[src/include/csc_pkg.sv]
package csc_pkg;
  localparam int ADDR_W = 12;
  localparam logic [11:0] OFF_HF_STATUS = 12'h40C;
  localparam logic [11:0] OFF_LF_TRIG = 12'h414;
  localparam logic [11:0] OFF_LF_STATUS = 12'h418;
  localparam logic [11:0] OFF_LF_SNAP = 12'h41C;
  localparam logic [11:0] OFF_LF_SEL = 12'h518;
  localparam logic [11:0] OFF_CAL_IV = 12'h538;
  localparam logic [11:0] OFF_START_TASK = 12'h008;
  localparam int HF_SRC_BIT = 0;
  localparam int HF_STATE_BIT = 16;
  localparam int LF_SRC_LSB = 0;
  localparam int LF_BYPASS_BIT = 16;
  localparam int LF_EXT_BIT = 17;
  localparam int LF_STATE_BIT = 16;
  localparam int CAL_W = 7;
  localparam logic [1:0] SRC_RC = 2'h0;
  localparam logic [1:0] SRC_XTAL = 2'h1;
  localparam logic [1:0] SRC_SYNTH = 2'h2;
  localparam logic [3:0] LF_SEL_RESET = 4'h0;
  localparam logic [6:0] CAL_IV_RESET = 7'h01;
  localparam int CAL_STEP_MS = 250;
  typedef struct packed {
    logic ext;
    logic bypass;
    logic [1:0] src;
  } csc_lfsel_t;
endpackage

[src/hdl/csc_retained_reg.sv]
`timescale 1ns/1ps
// holds its value across loss of the unit reset; only a power-on reset loads INIT
module csc_retained_reg #(
  parameter int W = 7,
  parameter logic [W-1:0] INIT = '0
) (
  input wire logic clock,
  input wire logic por_n,
  input wire logic we,
  input wire logic [W-1:0] wdata,
  output logic [W-1:0] value_q
);
  always_ff @(posedge clock or negedge por_n) begin
    if (!por_n) begin
      value_q <= INIT;
    end else if (we) begin
      value_q <= wdata;
    end
  end
endmodule

[src/hdl/csc_sync2.sv]
`timescale 1ns/1ps
// two-flop synchroniser per bit
module csc_sync2 #(
  parameter int W = 1
) (
  input wire logic clock,
  input wire logic rst_n,
  input wire logic [W-1:0] d,
  output logic [W-1:0] q
);
  logic [W-1:0] s1_q;
  always_ff @(posedge clock or negedge rst_n) begin
    if (!rst_n) begin
      s1_q <= '0;
      q <= '0;
    end else begin
      s1_q <= d;
      q <= s1_q;
    end
  end
endmodule

[src/hdl/csc_top.sv]
`timescale 1ns/1ps
// Operation
// - fast clock status shows running bit and source crystal-or-internal, read only
// - read-only flag shows slow start task fired since reset
// - start task copies current slow source selection into snapshot register
// - slow source field: 0 rc, 1 crystal, 2 synthesized from fast clock
// - bypass bit 1 bypasses slow crystal oscillator for rail-to-rail clock
// - external bit 1 uses external signal instead of crystal
// - source selection register resets to all zero
// - calibration interval retained, covers 0.25 s to 31.75 s
// - calibration interval lives in a retained register
module csc_top (
  input wire logic clock,
  input wire logic rst_n,
  input wire logic por_n,
  input wire logic psel,
  input wire logic penable,
  input wire logic pwrite,
  input wire logic [csc_pkg::ADDR_W-1:0] paddr,
  input wire logic [31:0] pwdata,
  output logic [31:0] prdata,
  output logic pready,
  output logic pslverr,
  input wire logic hf_running,
  input wire logic hf_from_crystal,
  input wire logic lf_running,
  input wire logic [1:0] lf_active_src,
  output logic [1:0] lf_src_sel,
  output logic lf_bypass,
  output logic lf_external,
  output logic lf_start_pulse,
  output logic [csc_pkg::CAL_W-1:0] cal_interval
);
  import csc_pkg::*;

  logic [4:0] stat_s;
  logic [1:0] lf_act_s;
  csc_lfsel_t sel_q;
  csc_lfsel_t snap_q;
  logic trig_q;
  logic [CAL_W-1:0] cal_q;
  logic access;
  logic wr;
  logic task_wr;
  logic cal_we;
  logic [31:0] rdata;
  logic hit;

  csc_sync2 #(.W(5)) u_sync (
    .clock(clock),
    .rst_n(rst_n),
    .d({lf_active_src, lf_running, hf_from_crystal, hf_running}),
    .q(stat_s)
  );
  assign lf_act_s = stat_s[4:3];

  assign access = psel && penable;
  assign wr = access && pwrite;
  assign task_wr = wr && (paddr == OFF_START_TASK) && pwdata[0];
  assign cal_we = wr && (paddr == OFF_CAL_IV);

  csc_retained_reg #(.W(CAL_W), .INIT(CAL_IV_RESET)) u_cal (
    .clock(clock),
    .por_n(por_n),
    .we(cal_we),
    .wdata(pwdata[CAL_W-1:0]),
    .value_q(cal_q)
  );

  always_ff @(posedge clock or negedge rst_n) begin
    if (!rst_n) begin
      sel_q <= LF_SEL_RESET;
    end else if (wr && paddr == OFF_LF_SEL) begin
      sel_q.src <= pwdata[LF_SRC_LSB +: 2];
      sel_q.bypass <= pwdata[LF_BYPASS_BIT];
      sel_q.ext <= pwdata[LF_EXT_BIT];
    end
  end

  always_ff @(posedge clock or negedge rst_n) begin
    if (!rst_n) begin
      snap_q <= LF_SEL_RESET;
      trig_q <= 1'b0;
    end else if (task_wr) begin
      snap_q <= sel_q;
      trig_q <= 1'b1;
    end
  end

  always_comb begin
    rdata = 32'h0000_0000;
    hit = 1'b1;
    if (paddr == OFF_HF_STATUS) begin
      rdata[HF_SRC_BIT] = stat_s[1];
      rdata[HF_STATE_BIT] = stat_s[0];
    end else if (paddr == OFF_LF_TRIG) begin
      rdata[0] = trig_q;
    end else if (paddr == OFF_LF_STATUS) begin
      rdata[LF_SRC_LSB +: 2] = lf_act_s;
      rdata[LF_STATE_BIT] = stat_s[2];
    end else if (paddr == OFF_LF_SNAP) begin
      rdata[LF_SRC_LSB +: 2] = snap_q.src;
      rdata[LF_BYPASS_BIT] = snap_q.bypass;
      rdata[LF_EXT_BIT] = snap_q.ext;
    end else if (paddr == OFF_LF_SEL) begin
      rdata[LF_SRC_LSB +: 2] = sel_q.src;
      rdata[LF_BYPASS_BIT] = sel_q.bypass;
      rdata[LF_EXT_BIT] = sel_q.ext;
    end else if (paddr == OFF_CAL_IV) begin
      rdata[CAL_W-1:0] = cal_q;
    end else if (paddr == OFF_START_TASK) begin
      rdata = 32'h0000_0000;
    end else begin
      hit = 1'b0;
    end
  end

  // zero-wait slave: pready registered high during each access cycle
  always_ff @(posedge clock or negedge rst_n) begin
    if (!rst_n) begin
      prdata <= 32'h0000_0000;
      pready <= 1'b0;
      pslverr <= 1'b0;
    end else begin
      prdata <= rdata;
      pready <= psel && !penable;
      pslverr <= psel && !penable && !hit;
    end
  end

  always_ff @(posedge clock or negedge rst_n) begin
    if (!rst_n) begin
      lf_src_sel <= SRC_RC;
      lf_bypass <= 1'b0;
      lf_external <= 1'b0;
      lf_start_pulse <= 1'b0;
      cal_interval <= CAL_IV_RESET;
    end else begin
      lf_src_sel <= sel_q.src;
      lf_bypass <= sel_q.bypass;
      lf_external <= sel_q.ext;
      lf_start_pulse <= task_wr;
      cal_interval <= cal_q;
    end
  end
endmodule

[config.mk]
export PLATFORM = sky130hd
export DESIGN_NAME = csc_top
export DESIGN_NICKNAME = d
export VERILOG_FILES = /design/src/include/csc_pkg.sv /design/src/hdl/csc_retained_reg.sv /design/src/hdl/csc_sync2.sv /design/src/hdl/csc_top.sv
export SDC_FILE = /design/constraint.sdc
export NUM_CORES = 1
export LEC_CHECK = 0
export BUFFER_PORTS_ARGS = -buffer_cell sky130_fd_sc_hd__buf_2
export CAP_MARGIN = 20
export CORE_MARGIN = 2
export CORE_UTILIZATION = 41
export CTS_CLUSTER_DIAMETER = 200
export DETAILED_ROUTE_END_ITERATION = 6
export MAX_ROUTING_LAYER = met4
export PLACE_DENSITY = 0.86
export SETUP_SLACK_MARGIN = 0.5
export SLEW_MARGIN = 20
export SYNTH_ARGS = -nofsm -noshare
export SYNTH_HDL_FRONTEND = slang
export SYNTH_SLANG_ARGS = --single-unit
export TNS_END_PERCENT = 30
[constraint.sdc]
create_clock -name clock -period 1.16 [get_ports clock]
set_input_delay 0.116 -clock clock [delete_from_list [all_inputs] [get_ports clock]]
set_output_delay 0.116 -clock clock [all_outputs]
set_load 0.02 [all_outputs]
==> results.yml <==
run_status:
  status: "complete, but fails checks"
  violations: "negative hold slack, negative setup slack"
setup_path:
  path_cells: "buf_6 > or4bb_4 > or4b_4 > mux2_4"
  startpoint_type: "input pin"
  cp.required_ns: 1.35
  criticalPathCategory: "in2reg"
  path_delay_family: "simple AND/OR/NAND/NOR gates"
  path_buf_inv: 1
  arrival_ns: 1.68
  crit_path_max_fanout: 4
  cp-end-kind: "register"
  critPathMaxStageDelay_ns: 0.57
  regToRegSetupSlack_ns: -0.05
  critical_path.slowest_cell: "or4bb_4"
final_layout:
  drive_gt1_share_pct: 49.59
  antenna_cells: 0
  n_fill_cell: 354
  synthToLayoutAreaGrowth_pct: 45.95
  nets: 298
sta:
  finalHoldViolCount: 14
  grt_setup_unrepaired: "yes"
  fmax_ghz: 0.6688
  finClkSkew_ns: 0.006657
  setup_viol: 25
  holdWs_ns: -0.2805
  final-max-slew-violation-count: 0
  finalCritPeriodShare_pct: 128.9
  period_minus_slack_ns: 1.495
  layout_setup_ws_ns: -0.3352
global_route:
  grt_overflow: 0
  gr-usage-met1_pct: 19.24
  grt_max_degree: 29
  grt_pass1_wl_um: 7086
  grt_use_met3_pct: 4.472
  antenna_found_initial: 0
  use_met2_pct: 31.15
  grt_most_used_layer: "met2"
  grt_pass1_vias: 1556
  grtUsageTotal_pct: 18.30
clock_tree:
  ctsRootBufferMaster: "clkbuf_8"
  cts_tree: "done"
  h-tree-depth: 2
  numCtsBuffers: 5
  clock_path_buffers: 2
  holdBufCountCts: 6
  clock_latency_ns: 0.30
  cts_sinks: 49
  path_clk_slew_ns: 0.09
logic_synthesis:
  synthDominantCellAreaShare_pct: 58.06
  syn-instance-count: 153
  synthAdderAreaFrac_pct: 0
  yosys.area_share.simple_pct: 13.22
  yosysMostFrequentCell: "dfrtp_1"
  synth_xor_area_share_pct: 0.4324
  synth-compound-area-share_pct: 3.768
  synth_area_leader_cell: "dfrtp_1"
  async_flop_share_pct: 100.0
  ys.flop_type: "dfrtp_1"
  avgSynthCellArea_um2: 13.24
  synth_top_family_by_area: "simple AND/OR/NAND/NOR gates"
  synth_seq_cells: 49
  netlist_top_cells_count: "dfrtp_1, buf_4, mux2_2"
  synth-edff-count: 0
  synth_mux_area_share_pct: 11.18
  ys_types: 33
  ys_top_cells_by_area: "dfrtp_1, buf_4, mux2_2"
  ys_warn_count: 0
  syn_area_um2: 2026
  yosysSeqAreaShare_pct: 60.65
power_and_ir_drop:
  power_mw: 3.460
  seqPwrFrac_pct: 50.2
  power_switching_mw: 0.7401
  clkPwrFrac_pct: 40.2
  comb_power_share_pct: 9.6
  intPower_mw: 2.720
  vdd_drop_max_mv: 0.5881
  p_per_area_nw_per_um2: 1170
  cellLeakagePower_nw: 1.492
  sw_frac_of_total_pct: 21.39
drt:
  vias: 1477
  wirelength_um: 4832
  initialDrtViolationCount: 73
  first_pass_iters: 4
  drt-vias-per-instance: 4.749
  ant_nets: 0
  wl_per_cell_um: 15.54
  drc: 0
placement:
  gp_congestion: 0.8907
  hpwlAfterDp_um: 2930
  io_buffers: 54
die:
  dieWidth_um: 74.29
  initial_core_util_pct: 42.61
  row_count: 25
  die_area_um2: 5519
  core_area_um2: 4755
  pin_count: 101
  chipHeight_um: 74.29
worst_hold_path:
  min_path_type: "in2async"
job:
  maxCapViolations: 0
worst reg2reg max path, stage by stage, from the launching register on:
cell	delay, ns
dfrtp_1	0.35
inv_2	0.04
or4_4	0.42
a311oi_2	0.30
layer usage:
metal	part of all wire [%]	wire (um)
met5	0	0
met3	5.3	257
met1	39	1873
met2	52	2517
met4	3.8	184
layout make-up:
type | count | area, um^2 | share of cell area [%]
clock buffers | 5 | 68.82 | 2.328
clock inverters | 3 | 65.06 | 2.201
inverters | 4 | 15.01 | 0.5078
multi-input cells | 96 | 748.2 | 25.31
flip-flops and latches | 49 | 1229 | 41.56
well taps | 67 | 83.83 | 2.835
repair buffers | 87 | 747.0 | 25.26
power by group through the flow:
stage	Combinational (mW)	Sequential, mW	Clock, mW
2_1_floorplan	0.181	1.77	0
3_3_place_gp	0.265	1.77	0
3_5_place_dp	0.270	1.77	0
4_1_cts	0.311	1.74	1.41
5_1_grt	0.360	1.74	1.49
6_report	0.333	1.74	1.39
placed cells by master (no fill, tap or decap), drive strengths merged, types with 2 or more instances in the layout:
cell and n:
nand3 2, dfstp 2, nand4 3, nor4 3, nor3b 3, bufinv 2, and2 5, nor2 5
mux2i 2, or4b 2, nor3 5, dlygate4sd3 6, mux2 17, conb 23, o21ai 4, inv 4
and3 4, clkbuf 5, buf 81, dfrtp 47, nand2 6, a21oi 2
metrics by stage:
| step | cells | utilization (%) | area [um^2] | setup slack, ns | TNS, ns |
|---|---|---|---|---|---|
| final | 311 | 62.18 | 2957 | -0.3352 | -4.009 |
| after global routing | 311 | 62.18 | 2957 | -0.3349 | -4.734 |
| after CTS | 309 | 60.79 | 2890 | -0.3158 | -3.429 |
| after detailed placement | 293 | 51.89 | 2467 | -0.6901 | -13.41 |
| after global placement | 293 | 51.89 | 2467 | -0.6661 | -13.02 |
| after floorplan | 175 | - | 2131 | -0.6393 | -10.19 |
final timing paths:
path | start | end | depth (start not counted)
setup / recovery | paddr[11] | sel_q[3] | 4
hold / removal | rst_n | lf_src_sel[0] | 1
setup reg to reg | trig_q | prdata[0] | 3
hold reg to reg | u_sync.s1_q[1] | u_sync.q[1] | 0
max in group asynchronous | por_n | u_cal.value_q[0] | 2
min in group clock | penable | pready | 2
state kept, by name, summed over array words and instances, names as in the netlist, 2 cells and up:
| signal | count |
|---|---|
| prdata | 9 |
| cal_interval | 7 |
| u_cal.value_q | 7 |
| u_sync.q | 5 |
| u_sync.s1_q | 5 |
| sel_q | 4 |
| snap_q | 4 |
| lf_src_sel | 2 |
kinds of logic (layout without fill, tap and decap cells):
family | count (synthesis) | after routing
DFF | 49 | 49
and+or+nand+nor | 42 | 42
buffers and inverters | 30 | 99
muxes | 19 | 19
AOI/OAI and AO/OA | 11 | 11
other | 1 | 23
xor gates and xnor gates | 1 | 1
timing repair:
action / 4_1_cts / 5_1_grt
endpoints found under the setup margin: 51 / 51
hold endpoints to repair: 27 / 14
pin swaps: 8 / 3
gates cloned: 0 / 0
setup buffers: 2 / 2
resized for setup: 62 / 12
Note: power is estimated with default switching activity, not from simulation.
